## config.mk

```make
export PLATFORM = sky130hd
export DESIGN_NAME = rss_sequencer
export DESIGN_NICKNAME = d
export VERILOG_FILES = /design/src/rss_pkg.sv /design/src/rss_sequencer.sv
export SDC_FILE = /design/constraint.sdc
export NUM_CORES = 1
export LEC_CHECK = 0
export ABC_AREA = 0
export BUFFER_PORTS_ARGS = -buffer_cell sky130_fd_sc_hd__buf_4
export CAP_MARGIN = 20
export CORE_MARGIN = 3
export CORE_UTILIZATION = 30
export CTS_BUF_LIST = sky130_fd_sc_hd__clkbuf_4 sky130_fd_sc_hd__clkbuf_8
export DETAILED_ROUTE_END_ITERATION = 7
export PLACE_DENSITY_LB_ADDON = 0.25
export RECOVER_POWER = 100
export SETUP_SLACK_MARGIN = 0.02
export SYNTH_ARGS = -nofsm -noshare
export SYNTH_HDL_FRONTEND = slang
export SYNTH_SLANG_ARGS = --single-unit
```

## constraint.sdc

```tcl
create_clock -name clk -period 3.5 [get_ports clk]
set_input_delay 0.175 -clock clk [delete_from_list [all_inputs] [get_ports clk]]
set_output_delay 0.175 -clock clk [all_outputs]
set_load 0.02 [all_outputs]
```

## src/rss_pkg.sv

```systemverilog
package rss_pkg;

    // timebase
    localparam int unsigned CLK_MHZ = 50;
    localparam int CW = 28;

    // documented delays, in their own units
    localparam int unsigned T_AON_US = 400;
    localparam int unsigned T_LEAD_US = 32000;
    localparam int unsigned T_CHAIN_US = 1000;
    localparam int unsigned T_FIFTH_US = 0;
    localparam int unsigned T_AUX_US = 1000;
    localparam int unsigned T_SYS_US = 2000;
    localparam int unsigned T_LONG_MS = 4000;
    localparam int unsigned T_RST_MS = 40;

    // cycle counts, least times, never below one cycle
    localparam logic [CW-1:0] AON_CYC = CW'(T_AON_US * CLK_MHZ);
    localparam logic [CW-1:0] LEAD_CYC = CW'(T_LEAD_US * CLK_MHZ);
    localparam logic [CW-1:0] CHAIN_CYC = CW'(T_CHAIN_US * CLK_MHZ);
    localparam logic [CW-1:0] FIFTH_CYC = (T_FIFTH_US * CLK_MHZ > 0) ? CW'(T_FIFTH_US * CLK_MHZ) : CW'(1);
    localparam logic [CW-1:0] AUX_CYC = CW'(T_AUX_US * CLK_MHZ);
    localparam logic [CW-1:0] SYS_CYC = CW'(T_SYS_US * CLK_MHZ);
    localparam logic [CW-1:0] LONG_CYC = CW'(T_LONG_MS * CLK_MHZ * 1000);
    localparam logic [CW-1:0] RST_CYC = CW'(T_RST_MS * CLK_MHZ * 1000);

    // positions of the synchronised pin inputs
    localparam int NIN = 11;
    localparam int IN_UVOK = 0;
    localparam int IN_REQ = 1;
    localparam int IN_HOLD = 2;
    localparam int IN_SYSREQ = 3;
    localparam int IN_BTN = 4;
    localparam int IN_GLEAD = 5;
    localparam int IN_GFIFTH = 9;
    localparam int IN_GSYS = 10;
    // reset image of the synchronisers: button reads released
    localparam logic [NIN-1:0] SYNC_RST = 11'h010;

    // chain rails lead..aux_a as a thermometer
    localparam int NCH = 6;
    localparam logic [NCH-1:0] CHAIN_OFF = 6'h00;
    localparam logic [3:0] SPARE_OFF = 4'h0;

    typedef enum logic [1:0] {ST_IDLE, ST_START, ST_RUN, ST_HELD} rss_state_e;

endpackage : rss_pkg

```

## src/rss_sequencer.sv

```systemverilog
`timescale 1ns/1ps
// Contract
// always-on rail turns on 400 us after input undervoltage ok
// power-on request high enables lead rail after 32000 us
// second/third/fourth follow previous good by 1000 us, fifth by 0 us
// aux A 1000 us after fifth good, aux B after system good
// lead good with power hold high latches chain and aux rails on
// system rail enable is hold AND request, after 2000 us
// system rail off at once when hold or request drops
// chain shuts down on 4 s button press or hold low with request low
// short button press pulls processor reset low, rails stay up
// long press powers down all outputs, restart sequence on release
// four spare rails stay disabled with no trigger
// host raises system request only after chain is good and hold high
// processor reset held low until 40 ms after fifth rail good
// press shorter than threshold is short, longer is long, never both
module rss_sequencer
    import rss_pkg::*;
#(
    parameter logic [rss_pkg::CW-1:0] AON_CYC_P = rss_pkg::AON_CYC,
    parameter logic [rss_pkg::CW-1:0] LEAD_CYC_P = rss_pkg::LEAD_CYC,
    parameter logic [rss_pkg::CW-1:0] CHAIN_CYC_P = rss_pkg::CHAIN_CYC,
    parameter logic [rss_pkg::CW-1:0] AUX_CYC_P = rss_pkg::AUX_CYC,
    parameter logic [rss_pkg::CW-1:0] SYS_CYC_P = rss_pkg::SYS_CYC,
    parameter logic [rss_pkg::CW-1:0] LONG_CYC_P = rss_pkg::LONG_CYC,
    parameter logic [rss_pkg::CW-1:0] RST_CYC_P = rss_pkg::RST_CYC
)(
    input wire logic clk,
    input wire logic rst_n,
    input wire logic input_undervoltage_ok,
    input wire logic power_on_request,
    input wire logic power_hold,
    input wire logic system_rail_request,
    input wire logic push_button_n,
    input wire logic lead_rail_good,
    input wire logic second_rail_good,
    input wire logic third_rail_good,
    input wire logic fourth_rail_good,
    input wire logic fifth_rail_good,
    input wire logic system_rail_good,
    output logic always_on_rail_en,
    output logic lead_rail_en,
    output logic second_rail_en,
    output logic third_rail_en,
    output logic fourth_rail_en,
    output logic fifth_rail_en,
    output logic aux_rail_a_en,
    output logic aux_rail_b_en,
    output logic system_rail_en,
    output logic [3:0] spare_rail_en,
    output logic processor_reset_n
);
    import rss_pkg::*;

    // a press must be measurable and every delay at least one cycle
    if (AON_CYC_P == 0 || LEAD_CYC_P == 0 || CHAIN_CYC_P == 0 || AUX_CYC_P == 0 ||
        SYS_CYC_P == 0 || LONG_CYC_P < 2 || RST_CYC_P == 0)
    begin : g_bad_param
        $error("rss_sequencer: delay parameters out of range");
    end

    typedef struct packed {
        logic [NIN-1:0] s1;
        logic [NIN-1:0] s2;
        logic [NIN-1:0] s3;
        logic [NIN-1:0] f;
        rss_state_e st;
        logic [NCH-1:0] en;
        logic latch;
        logic restart;
        logic aon;
        logic sys;
        logic auxb;
        logic rst_out;
        logic [CW-1:0] aon_cnt;
        logic [CW-1:0] seq_cnt;
        logic [CW-1:0] sys_cnt;
        logic [CW-1:0] auxb_cnt;
        logic [CW-1:0] btn_cnt;
        logic [CW-1:0] rst_cnt;
    } rss_reg_s;

    rss_reg_s q, d;
    logic [NIN-1:0] pins;
    logic [NIN-1:0] agree;
    logic pressed;
    logic long_evt;
    logic short_evt;
    logic shutdown;
    logic [4:0] goods;
    logic [4:0] top;
    logic trig;
    logic [CW-1:0] stage_lim;

    ////////////////////////////////////////////////////////////////////////
    // pin inputs and derived events
    assign pins = {system_rail_good, fifth_rail_good, fourth_rail_good, third_rail_good,
                   second_rail_good, lead_rail_good, push_button_n, system_rail_request,
                   power_hold, power_on_request, input_undervoltage_ok};
    assign agree = ~(q.s2 ^ q.s3);
    assign pressed = ~q.f[IN_BTN];
    // long press
    assign long_evt = pressed && (q.btn_cnt == LONG_CYC_P - CW'(1));
    // short press
    assign short_evt = !pressed && (q.btn_cnt != '0) && (q.btn_cnt < LONG_CYC_P);
    // hold dropped
    assign shutdown = q.latch && !q.f[IN_HOLD] && !q.f[IN_REQ];
    // highest enabled chain rail picks the next trigger
    assign goods = q.f[IN_GFIFTH:IN_GLEAD];
    assign top = q.en[4:0] & ~q.en[5:1];
    assign trig = |(goods & top);
    // fifth follows fourth with no wait
    assign stage_lim = top[3] ? FIFTH_CYC : (top[4] ? AUX_CYC_P : CHAIN_CYC_P);

    ////////////////////////////////////////////////////////////////////////
    // next state
    always_comb
    begin
        d = q;
        // three-stage sync, value moves only when stages two and three agree
        d.s1 = pins;
        d.s2 = q.s1;
        d.s3 = q.s2;
        d.f = (q.s3 & agree) | (q.f & ~agree);

        // button press timer, saturates at the long threshold
        if (pressed)
        begin
            if (q.btn_cnt != LONG_CYC_P)
                d.btn_cnt = q.btn_cnt + CW'(1);
        end
        else
            d.btn_cnt = '0;

        // always-on rail
        if (q.f[IN_UVOK] && q.st != ST_HELD)
        begin
            if (q.aon_cnt != AON_CYC_P)
                d.aon_cnt = q.aon_cnt + CW'(1);
            d.aon = (q.aon_cnt == AON_CYC_P - CW'(1)) || q.aon;
        end
        else
        begin
            d.aon_cnt = '0;
            d.aon = 1'b0;
        end

        // main chain sequence
        case (q.st)
            ST_IDLE:
            begin
                d.en = CHAIN_OFF;
                d.seq_cnt = '0;
                if (q.f[IN_REQ])
                    d.st = ST_START;
            end
            ST_START:
            begin
                // request must stay up through the lead delay, except on a restart after a long press
                d.seq_cnt = q.seq_cnt + CW'(1);
                if (!q.f[IN_REQ] && !q.restart)
                begin
                    d.st = ST_IDLE;
                    d.seq_cnt = '0;
                end
                else if (q.seq_cnt == LEAD_CYC_P - CW'(1))
                begin
                    // restart mark kept until the latch takes over
                    d.st = ST_RUN;
                    d.en = 6'h01;
                    d.seq_cnt = '0;
                end
            end
            ST_RUN:
            begin
                // each rail waits for its trigger good held long enough
                if (trig && !q.en[NCH-1])
                begin
                    d.seq_cnt = q.seq_cnt + CW'(1);
                    if (q.seq_cnt == stage_lim - CW'(1))
                    begin
                        d.en = {q.en[NCH-2:0], 1'b1};
                        d.seq_cnt = '0;
                    end
                end
                else
                    d.seq_cnt = '0;
                // latch once lead is good with hold high
                if (q.f[IN_GLEAD] && q.f[IN_HOLD])
                begin
                    d.latch = 1'b1;
                    d.restart = 1'b0;
                end
                // shutdown, also dropping the request before the latch
                // a restart after a long press runs without the request
                if (shutdown || (!q.latch && !q.restart && !q.f[IN_REQ]))
                begin
                    d.st = ST_IDLE;
                    d.en = CHAIN_OFF;
                    d.latch = 1'b0;
                    d.restart = 1'b0;
                    d.seq_cnt = '0;
                end
            end
            ST_HELD:
            begin
                // all off until the button is released, then restart
                d.en = CHAIN_OFF;
                d.latch = 1'b0;
                d.seq_cnt = '0;
                if (!pressed)
                begin
                    d.st = ST_START;
                    d.restart = 1'b1;
                end
            end
            default:
            begin
                d.st = ST_IDLE;
                d.en = CHAIN_OFF;
            end
        endcase
        // long press wins over every other move
        if (long_evt)
        begin
            d.st = ST_HELD;
            d.en = CHAIN_OFF;
            d.latch = 1'b0;
            d.restart = 1'b0;
            d.seq_cnt = '0;
        end

        // system rail, dropped at once, gone during a long press
        if (q.f[IN_HOLD] && q.f[IN_SYSREQ] && q.st != ST_HELD && !long_evt)
        begin
            if (q.sys_cnt != SYS_CYC_P)
                d.sys_cnt = q.sys_cnt + CW'(1);
            d.sys = (q.sys_cnt == SYS_CYC_P - CW'(1)) || q.sys;
        end
        else
        begin
            d.sys_cnt = '0;
            d.sys = 1'b0;
        end

        // aux B follows system good while the chain is up
        if (q.f[IN_GSYS] && d.en[0])
        begin
            if (q.auxb_cnt != AUX_CYC_P)
                d.auxb_cnt = q.auxb_cnt + CW'(1);
            d.auxb = (q.auxb_cnt == AUX_CYC_P - CW'(1)) || q.auxb;
        end
        else
        begin
            d.auxb_cnt = '0;
            d.auxb = 1'b0;
        end

        // reset released 40 ms after fifth good
        if (q.f[IN_GFIFTH] && q.en[4])
        begin
            if (q.rst_cnt != RST_CYC_P)
                d.rst_cnt = q.rst_cnt + CW'(1);
            d.rst_out = (q.rst_cnt == RST_CYC_P - CW'(1)) || q.rst_out;
        end
        else
        begin
            d.rst_cnt = '0;
            d.rst_out = 1'b0;
        end
        // short press restarts the reset pulse, rails untouched
        if (short_evt)
        begin
            d.rst_cnt = '0;
            d.rst_out = 1'b0;
        end
    end

    // state register
    always_ff @(posedge clk or negedge rst_n)
    begin
        if (!rst_n)
        begin
            q <= '0;
            q.s1 <= SYNC_RST;
            q.s2 <= SYNC_RST;
            q.s3 <= SYNC_RST;
            q.f <= SYNC_RST;
            q.st <= ST_IDLE;
        end
        else
            q <= d;
    end

    ////////////////////////////////////////////////////////////////////////
    // outputs straight from flip-flops, except the tied-off spare rails
    assign always_on_rail_en = q.aon;
    assign lead_rail_en = q.en[0];
    assign second_rail_en = q.en[1];
    assign third_rail_en = q.en[2];
    assign fourth_rail_en = q.en[3];
    assign fifth_rail_en = q.en[4];
    assign aux_rail_a_en = q.en[5];
    assign aux_rail_b_en = q.auxb;
    assign system_rail_en = q.sys;
    // spare rails have no trigger
    assign spare_rail_en = SPARE_OFF;
    assign processor_reset_n = q.rst_out;
endmodule : rss_sequencer
```

== After elaboration in Yosys (flattened, before gate mapping) ==
Cells that the tools add are included.

* $add $sub $neg: 7
* $mul: 0
* Divide/modulo/power cells: 0
* Order comparisons: 1
* Equal/unequal tests: 29
* Shift-type cells: 0
* Muxes and demuxes: 37
* Bitwise gates (word level): 10
* Reductions and logical operators: 37

{| class="wikitable"
|+ Operators by type and width
! operator !! number
|-
| $mux 28 || 17
|-
| $add 28x1->28 const B || 6
|-
| $pmux 28 s3 || 1
|-
| $eq 28x21->1 const B || 2
|-
| $pmux 8 s4 || 1
|-
| $eq 28x15->1 const B || 1
|-
| $eq 28x16->1 const B || 1
|-
| $eq 28x17->1 const B || 1
|-
| $eq 28x28->1 || 1
|-
| $eq 28x28->1 const B || 1
|-
| $lt 28x28->1 const B || 1
|-
| $ne 28x15->1 const B || 1
|-
| $ne 28x16->1 const B || 1
|-
| $ne 28x17->1 const B || 1
|-
| $ne 28x21->1 const B || 1
|-
| $ne 28x28->1 const B || 1
|-
| $reduce_bool 28->1 || 1
|-
| $and 11x11->11 || 2
|-
| $not 11->11 || 2
|-
| $mux 10 || 2
|-
| $mux 6 || 3
|-
| $sub 16x1->17 const B || 1
|-
| $logic_and 1x1->1 || 16
|-
| $mux 16 || 1
|-
| other kinds (26) || 55
|}

* Register bits: 226
* Bits in latches: 0
* RAM bits: 0
* Bits in read-only memories: 0
* Input bits: 13
* Memories: 0

== Depth between registers and ports, before layout ==
Gate-level depths: netlist (run 1).

* Depth in word-level cells: 12
* Mapped depth: 9

== Worst setup path before layout (run 1) ==
No wires, ideal clock.

* Path type: register to register
* From: register q[127] (netlist name)
* To: register q[75] (netlist name)
* Arrival time: 2.568 ns
* Required time: 3.429 ns
* Slack: 0.861 ns
* Stages on the path, launching flop included: 10
* Cell sequence: dfrtp_1 > buf_6 > or4_1 > or4_1 > a211o_1 > nor4b_4 > o211ai_2 > buf_6 > buf_12 > nor2_4

* Word-level cells in the longest chain between the ends: 8

{| class="wikitable"
|+ Ends and longest elaborated chain
! what !! RTL line !! RTL
|-
| from (decl) || rss_sequencer.sv:83 || <nowiki>rss_reg_s q, d;</nowiki>
|-
| $eq 28x28->1 || rss_sequencer.sv:180 || <nowiki>if (q.seq_cnt == stage_lim - CW'(1))</nowiki>
|-
| $mux 6 || rss_sequencer.sv:180 ||
|-
| $mux 6 || rss_sequencer.sv:177 || <nowiki>if (trig && !q.en[NCH-1])</nowiki>
|-
| $mux 10 || rss_sequencer.sv:196 || <nowiki>if (shutdown || (!q.latch && !q.restart && !q.f[IN_REQ]))</nowiki>
|-
| $pmux 8 s4 (*) || rss_sequencer.sv:149 || <nowiki>case (q.st)</nowiki>
|-
| $mux 10 (*) || rss_sequencer.sv:224 || <nowiki>if (long_evt)</nowiki>
|-
| $logic_and 1x1->1 (*) || rss_sequencer.sv:247 || <nowiki>if (q.f[IN_GSYS] && d.en[0])</nowiki>
|-
| $ne 2x1->1 (no source line) or $mux 28 (tied branches) || - ||
|}

Mark *: on every way between the ends. The rest lies on a longest branch, timed or not. The select of a mux whose other input is x is not followed.
A chain may end at the register's enable or synchronous reset.

==> results.json, run 1 <==
{
  "io_pins": 27,
  "track_usage_pct": 12.0,
  "drt_pass1_iterations": 7,
  "num_vias": 7631,
  "leakage_nw": 5.10,
  "portBuffers": 22,
  "clkSinkCount": 226,
  "postCtsSetupBuffers": 0,
  "violations": "max-capacitance violations, max-slew violations",
  "power_density_nw_per_um2": 482,
  "clock.fmax_mhz": 324,
  "r2r_setup_slack_ps": 410,
  "drive_above_1_share_pct": 9.91,
  "syn-cell-area_um2": 10800,
  "globalRouteOverflowTotal": 0,
  "pwr-share-comb_pct": 5.8,
  "layout_commonest_cell": "dfrtp_1",
  "tightest_slew_ps": 1800,
  "die_h_um": 195,
  "fin_setup_tns_ps": 0,
  "post_cts_resized": 0,
  "max-slew-margin-rel_pct": -20.1,
  "cp-start-kind": "flip-flop",
  "grt_antenna_before_repair": 0,
  "drtAntennaViolNets": 0,
  "hold_viol": 0,
  "stdcell_area_um2": 12500,
  "internal-power_mw": 4.61,
  "synthArstFlopShare_pct": 100,
  "drt_iter0_markers": 539,
  "routedWlPerCell_um": 13.9,
  "hold_path.class": "input port to flip-flop",
  "cts_tree": "yes",
  "dp_cells": 1532,
  "hpwlAfterDp_um": 14400,
  "min_period_over_period_pct": 88.3,
  "root_buffer": "clkbuf_8",
  "largest_reg_flops": 183,
  "cp.required_ps": 3900,
  "path_class": "flip-flop to flip-flop",
  "ys_types": 54,
  "worstRegToRegCells": 7,
  "clk_latency_ps": 540,
  "finish.utilization_pct": 35.7,
  "grt_pass1_vias": 7633,
  "crit_path_max_fanout": 19,
  "routed_wl_um": 22400,
  "worstSetupEndpointType": "flip-flop",
  "grt_pass1_wl_um": 38700,
  "core-area_um2": 35000,
  "area_growth_pct": 16.0,
  "finalMaxSlewViolations": 128,
  "fin_nets": 1161,
  "place_area_um2": 11500,
  "p_total_mw": 6.02,
  "fin_crit_ps": 3090,
  "regMostFlops": "q",
  "diodes": 0,
  "seqPwrFrac_pct": 45.3,
  "drv_cap": 1,
  "switching_power_mw": 1.40,
  "multi_input_area_um2": 4830,
  "grt_start_max_net_pins": 128,
  "vias_per_cell": 4.72,
  "design.die.area_um2": 38100,
  "synth-seq-cells": 226,
  "fill_cells": 3470,
  "clockBufferDepth": 3,
  "die_x_um": 195,
  "power_frac_clock_pct": 48.9,
  "cts_hold_buffers": 12,
  "setup_slack_ps": 411,
  "ys_seq_area_share_pct": 52.6,
  "yosys_warnings": 0,
  "layout_common_cells": "dfrtp_1 (222), nor2_1 (199), xor2_1 (100)",
  "clkTransAtPathRegs_ps": 60,
  "synth_area_per_cell_um2": 10.1,
  "seqCellArea_um2": 5660,
  "cts_buffers": 41,
  "synth_edf_count": 0,
  "stdcell_count": 1616,
  "setup_violations": 0,
  "htreeDepth": 2,
  "critical_path_arrival_ps": 3490,
  "start_util_pct": 30.7,
  "rsz0062_at_grt": "no",
  "ir_drop_mv": 0.359,
  "fin_worst_skew_ps": 17.9,
  "rows": 68,
  "synthFlopType": "dfrtp_1",
  "hold_depth": 2,
  "netSwitchingFraction_pct": 23.3,
  "status": "finished with violations",
  "synthCells": 1066,
  "gp_congestion": 0.796,
  "holdWs_ps": 299,
  "drc": 0,
  "pre_cts_slack_ps": 545
}
-- layer usage --
layer  global-route usage, %  vias up  wire, um
met5                       0        -         0
met4                    4.20        0       505
met3                    2.48       42       849
met2                    17.8      113      9640
met1                    17.5     3676     11400
li1                        -     3800         -
-- cells by family (layout without fill, tap and decap cells) --
family | after synthesis | in the layout | share of synthesized area, %
AO/OA/AOI/OAI | 48 | 48 | 3.07
XOR/XNOR | 151 | 151 | 12.3
adder cells (fa/ha/maj) | 27 | 27 | 2.89
buffers and inverters | 55 | 147 | 2.37
flip-flops | 226 | 226 | 52.6
multiplexers | 7 | 7 | 0.663
other | 1 | 4 | 0.0349
AND/OR/NAND/NOR | 551 | 551 | 26.0
-- power by group through the flow --
stage               registers (mW)  clock network, mW  logic (mW)
floorplan                     2.76                  0       0.210
global route                  2.74               3.19       0.400
finish                        2.73               2.94       0.347
detailed placement            2.78                  0       0.366
CTS                           2.73               3.08       0.378
global placement              2.78                  0       0.362
-- critical path, stage by stage (launching register included) --
cell      delay (ps)
dfrtp_1          480
or4_1            560
or4_1            500
a211o_1          380
a32o_1           260
nand2_1          250
clkbuf_2         410
nor2_1           110
-- worst paths after layout --
path / endpoint / startpoint
max: q[120] / q[127]
min: d[209] / lead_rail_good
max reg2reg: q[120] / q[127]
min reg2reg: d[194] / d[205]
max in group asynchronous: q[109] / rst_n
min in group asynchronous: q[143] / rst_n
-- Yosys cell counts, drive strengths merged (3+ instances only) --
cell,number,area (um^2)
nand2,76,285
clkbuf,15,56.3
or4,8,60.1
nand2b,7,43.8
nor4,28,175
inv,27,101
nand4,44,275
or3,9,56.3
dfrtp,222,5560
nor2b,3,18.8
a21oi,13,65.1
dfstp,4,105
o2bb2ai,7,61.3
and2,10,62.6
nor3,26,130
o21ai,11,55.1
xnor2,51,447
buf,13,97.6
or2,5,31.3
and3,29,181
nor2,206,848
nor4b,9,93.8
o211ai,3,27.5
maj3,11,110
ha,16,200
and4,13,114
mux2i,6,60.1
nand3,70,350
xor2,100,876
-- area by class of cell --
cell class                 instances  share of cell area [%]
inverter                          27                   0.812
tap                              455                    4.56
multi-input combinational        788                    38.7
clock buffer                      62                    6.39
sequential                       226                    45.4
timing repair buffer              48                    2.70
clock inverter                    10                    1.43
Note: power is estimated with default switching activity, not from simulation.
==> run 2: changes to the inputs <==
REMOVE_ABC_BUFFERS = 1   (was unset)
==> run 2 against run 1 <==
The run still ends with max-capacitance violations, max-slew violations left. Sequential share of layout area up 0.52 points. Global-route usage down 0.45 points. Die area unchanged. Clock-buffer cell count up 3. Routed wire length down 3.5%. Utilization down 0.41 points. Sequential power about the same. Clock power down 12%.
==> results.json, run 2 (synthesis results as in run 1) <==
{
  "postCtsSetupBuffers": 0,
  "drt_iter0_markers": 476,
  "io_pins": 27,
  "max-slew-margin-rel_pct": -52.2,
  "cp-start-kind": "flip-flop",
  "cp.required_ps": 3880,
  "status": "finished with violations",
  "dp_cells": 1532,
  "violations": "max-capacitance violations, max-slew violations",
  "path_class": "flip-flop to flip-flop",
  "netSwitchingFraction_pct": 23.6,
  "grt_start_max_net_pins": 87,
  "hold_depth": 2,
  "core-area_um2": 35000,
  "clkSinkCount": 226,
  "routed_wl_um": 21700,
  "seqPwrFrac_pct": 48.4,
  "layout_commonest_cell": "dfrtp_1",
  "crit_chain": "or4_1 -> or4_1 -> a211o_1 -> a32o_1 -> nand2_1 -> clkbuf_2 -> nor2_1",
  "fill_cells": 3496,
  "drv_cap": 1,
  "fin_worst_skew_ps": 18.0,
  "stdcell_count": 1616,
  "drt_pass1_iterations": 4,
  "hpwlAfterDp_um": 14100,
  "clockBufferDepth": 3,
  "min_period_over_period_pct": 83.0,
  "die_x_um": 195,
  "cp_slowest_cell": "or4_1",
  "p_total_mw": 5.66,
  "rows": 68,
  "crit_path_max_fanout": 26,
  "cpMostUsedCell": "or4_1",
  "critical_path_arrival_ps": 3280,
  "pwr-share-comb_pct": 5.9,
  "hold_path.class": "input port to flip-flop",
  "cp_top_family": "simple AND/OR/NAND/NOR gates",
  "post_cts_resized": 0,
  "gp_congestion": 0.763,
  "drc": 0,
  "routedWlPerCell_um": 13.4,
  "clkTransAtPathRegs_ps": 50,
  "holdCritStartpoint": "power_hold",
  "internal-power_mw": 4.32,
  "start_util_pct": 30.7,
  "area_growth_pct": 14.7,
  "die_h_um": 195,
  "grt_pass1_vias": 7646,
  "multi_input_area_um2": 4800,
  "whs_endpoint": "d[206]",
  "r2r_setup_slack_ps": 590,
  "worstSetupEndpointType": "flip-flop",
  "num_vias": 7599,
  "grt_pass1_wl_um": 37700,
  "finish.utilization_pct": 35.3,
  "rr_startpoint": "q[126]",
  "globalRouteOverflowTotal": 0,
  "critical_path_buf_inv_count": 1,
  "cts_buffers": 41,
  "reg2reg_to": "q[127]",
  "finalMaxSlewViolations": 86,
  "portBuffers": 22,
  "fin_crit_ps": 2910,
  "root_buffer": "clkbuf_8",
  "setup_violations": 0,
  "seqCellArea_um2": 5660,
  "grt_antenna_before_repair": 1,
  "leakage_nw": 5.05,
  "htreeDepth": 2,
  "fin_nets": 1161,
  "tightest_slew_ps": 2280,
  "largest_reg_flops": 183,
  "drive_above_1_share_pct": 9.40,
  "clock.fmax_mhz": 344,
  "design.die.area_um2": 38100,
  "fin_setup_tns_ps": 0,
  "power_frac_clock_pct": 45.7,
  "vias_per_cell": 4.70,
  "drtAntennaViolNets": 0,
  "ir_drop_mv": 0.214,
  "rsz0062_at_grt": "no",
  "cts_tree": "yes",
  "worstRegToRegCells": 7,
  "power_density_nw_per_um2": 458,
  "layout_common_cells": "dfrtp_1 (222), nor2_1 (204), xor2_1 (100)",
  "regMostFlops": "q",
  "track_usage_pct": 11.6,
  "critPathMaxStageDelay_ps": 520,
  "hold_viol": 0,
  "clk_latency_ps": 530,
  "switching_power_mw": 1.34
}
==> run 2: cell count changes in the layout (fill, tap and decap cells not counted), sizes merged <==
cell    before  now
inv         27   28
clkinv       5    4
bufinv       5    1
buf          5    7
clkbuf      93   94
diode        0    1
==> run 2: final cells by class <==
type                            count  area share [%]
Inverter                           27           0.822
Multi-Input combinational cell    788            38.9
Timing Repair Buffer               48            2.75
Tap cell                          455            4.62
Clock buffer                       65            6.54
Clock inverter                      6           0.477
Sequential cell                   226            45.9
Antenna cell                        1          0.0203
==> run 2: per-layer routing <==
layer	routed length, um	vias up	GRT usage (%)
li1	-	3787	-
met1	10600	3691	15.9
met2	9730	86	18.4
met3	783	35	2.09
met4	513	0	4.25
met5	0	-	0
==> run 2: repair_timing <==
action,in CTS,in global routing
endpoints found under the setup margin,0,0
hold buffers,12,0
endpoints found under the hold margin,94,0
==> run 2: how the worst max path moves through the flow <==
stage,from,to,slack [ps],depth (start not counted)
CTS,q[126],q[73],690,7
finish,q[126],q[127],590,7
global placement,q[126],q[57],720,7
global route,q[37],q[25],340,7
floorplan,q[127],q[56],520,6
detailed placement,q[126],q[73],720,7
==> run 2: metrics by stage <==
stage / hold slack (ps) / setup WS (ps) / cell area (um^2)
global route: 279 / 340 / 12300
detailed placement: 233 / 723 / 11500
floorplan: -121 / 520 / 10600
CTS: 239 / 685 / 12500
global placement: 234 / 718 / 11500
finish: 312 / 594 / 12300
==> run 2: power groups by stage <==
stage	clock, mW	sequential, mW	combinational, mW
2_1_floorplan	0	2.77	0.187
3_3_place_gp	0	2.78	0.343
3_5_place_dp	0	2.78	0.342
4_1_cts	2.72	2.74	0.355
5_1_grt	2.84	2.74	0.383
6_report	2.59	2.74	0.332
==> run 3: changes to the inputs <==
clock period = 2.37 ns   (was 3.5 ns; I/O delays follow)
==> run 3 against run 2 <==
The run ends with max-capacitance violations, max-slew violations, negative setup slack left. Register-to-register slack lost 800 ps. Clock-buffer cell count grew 2. Clock skew grew 4.8 ps. Hold slack lost 75 ps. Utilization grew 1.7 points. Clock power grew 54%. Worst setup slack lost 800 ps. Sequential share of layout area shrank 2.1 points. Routed wire length grew 2.4%. Non-clock buffer count grew 45. Cell count grew 2.8%. Die area is the same.
==> results.json, run 3 (synthesis results as in run 1) <==
{
  "status": "finished with violations",
  "violations": "max-capacitance violations, max-slew violations, negative setup slack",
  "fill_cells": 3506,
  "p_total_mw": 8.66,
  "worstSetupEndpointType": "flip-flop",
  "clockBufferDepth": 3,
  "finish.utilization_pct": 37.0,
  "setup_violations": 61,
  "hold_viol": 0,
  "clkSinkCount": 226,
  "largest_reg_flops": 183,
  "die_h_um": 195,
  "root_buffer": "clkbuf_8",
  "drv_cap": 1,
  "multi_input_area_um2": 4980,
  "grt_pass1_wl_um": 38600,
  "clkTransAtPathRegs_ps": 60,
  "drtAntennaViolNets": 0,
  "drc": 0,
  "design.die.area_um2": 38100,
  "power_density_nw_per_um2": 670,
  "cp-start-kind": "flip-flop",
  "gp_congestion": 0.761,
  "vias_per_cell": 4.67,
  "grt_antenna_before_repair": 0,
  "cts_buffers": 41,
  "rows": 68,
  "min_period_over_period_pct": 109,
  "htreeDepth": 2,
  "globalRouteOverflowTotal": 0,
  "layout_common_cells": "dfrtp_1 (222), nor2_1 (196), xor2_1 (100)",
  "core-area_um2": 35000,
  "fin_crit_ps": 2580,
  "hold_path.class": "input port to flip-flop",
  "critical_path_arrival_ps": 3030,
  "track_usage_pct": 11.9,
  "layout_commonest_cell": "dfrtp_1",
  "crit_path_max_fanout": 29,
  "ir_drop_mv": 0.398,
  "diodes": 0,
  "clk_latency_ps": 540,
  "routed_wl_um": 22200,
  "cts_tree": "yes",
  "grt_pass1_vias": 7860,
  "portBuffers": 22,
  "fin_worst_skew_ps": 22.7,
  "path_class": "flip-flop to flip-flop",
  "max-slew-margin-rel_pct": -20.4,
  "regMostFlops": "q",
  "hpwlAfterDp_um": 14600,
  "fin_nets": 1206,
  "tightest_slew_ps": 1810,
  "seqCellArea_um2": 5660,
  "num_vias": 7767,
  "rsz0062_at_grt": "yes",
  "setup_slack_ps": -206,
  "drt_pass1_iterations": 4,
  "drive_above_1_share_pct": 14.9,
  "grt_start_max_net_pins": 74,
  "routedWlPerCell_um": 13.3,
  "finalMaxSlewViolations": 74,
  "cp.required_ps": 2830,
  "io_pins": 27,
  "drt_iter0_markers": 408,
  "area_growth_pct": 20.3,
  "clock.fmax_mhz": 388,
  "leakage_nw": 5.35,
  "start_util_pct": 30.7,
  "die_x_um": 195
}
## run 3: cell types whose count changed in the layout (fill, tap and decap cells not counted), sizes merged
cell	before	now
diode	1	0
clkbuf	94	99
clkinvlp	0	1
buf	7	49
inv	28	27
## run 3: layer usage
layer	GRT usage (%)	vias up	routed length [um]
met5	0	-	0
met4	3.75	0	474
met3	2.35	38	825
met2	18.6	97	9940
met1	16.6	3742	10900
li1	-	3890	-
## run 3: final timing paths
path,from,endpoint,slack [ps],cells past startpoint
max,q[127],q[62],-210,7
min,push_button_n,d[208],240,2
max reg2reg,q[127],q[62],-210,7
min reg2reg,d[207],d[196],350,0
max in group asynchronous,rst_n,q[13],310,3
min in group asynchronous,rst_n,q[193],600,2
## run 3: final cells by class
cell class              count  share of cell area, %
well taps                 455                   4.40
flip-flops and latches    226                   43.8
clock inverters             6                  0.445
repair buffers             93                   5.51
multi-input cells         788                   38.5
clock buffers              67                   6.60
inverters                  27                  0.783
## run 3: power by group
part | internal (mW) | switching (mW) | leakage (nW)
Combinational | 0.276 | 0.379 | 1.82
Clock | 2.38 | 1.61 | 0.483
Sequential | 3.95 | 0.0715 | 3.04
## run 3: critical path, cell delays in order, from the launching register on
cell and delay (ps):
dfrtp_1 380, or4_4 530, or4_4 490, a211o_4 360
nor4b_4 300, o211ai_4 110, buf_12 190, nor2_1 120
## run 3: what timing repair did
action / in CTS / in global routing
setup endpoints to repair: 63 / 68
hold endpoints to repair: 138 / 0
hold buffers: 12 / 0
cloned: 1 / 0
buffers inserted: 0 / 2
gates resized for setup: 3 / 22
pin swaps: 2 / 2
## run 3: stage by stage
step,TNS (ps),instances,hold slack (ps),cell area (um^2),setup slack (ps)
floorplan,-25290,1041,-177,10600,-610
finish,-8370,1662,238,12900,-206
global placement,-10880,1574,134,11900,-272
global route,-23670,1662,200,12900,-321
CTS,-9570,1660,139,12900,-225
detailed placement,-11140,1574,136,11900,-280
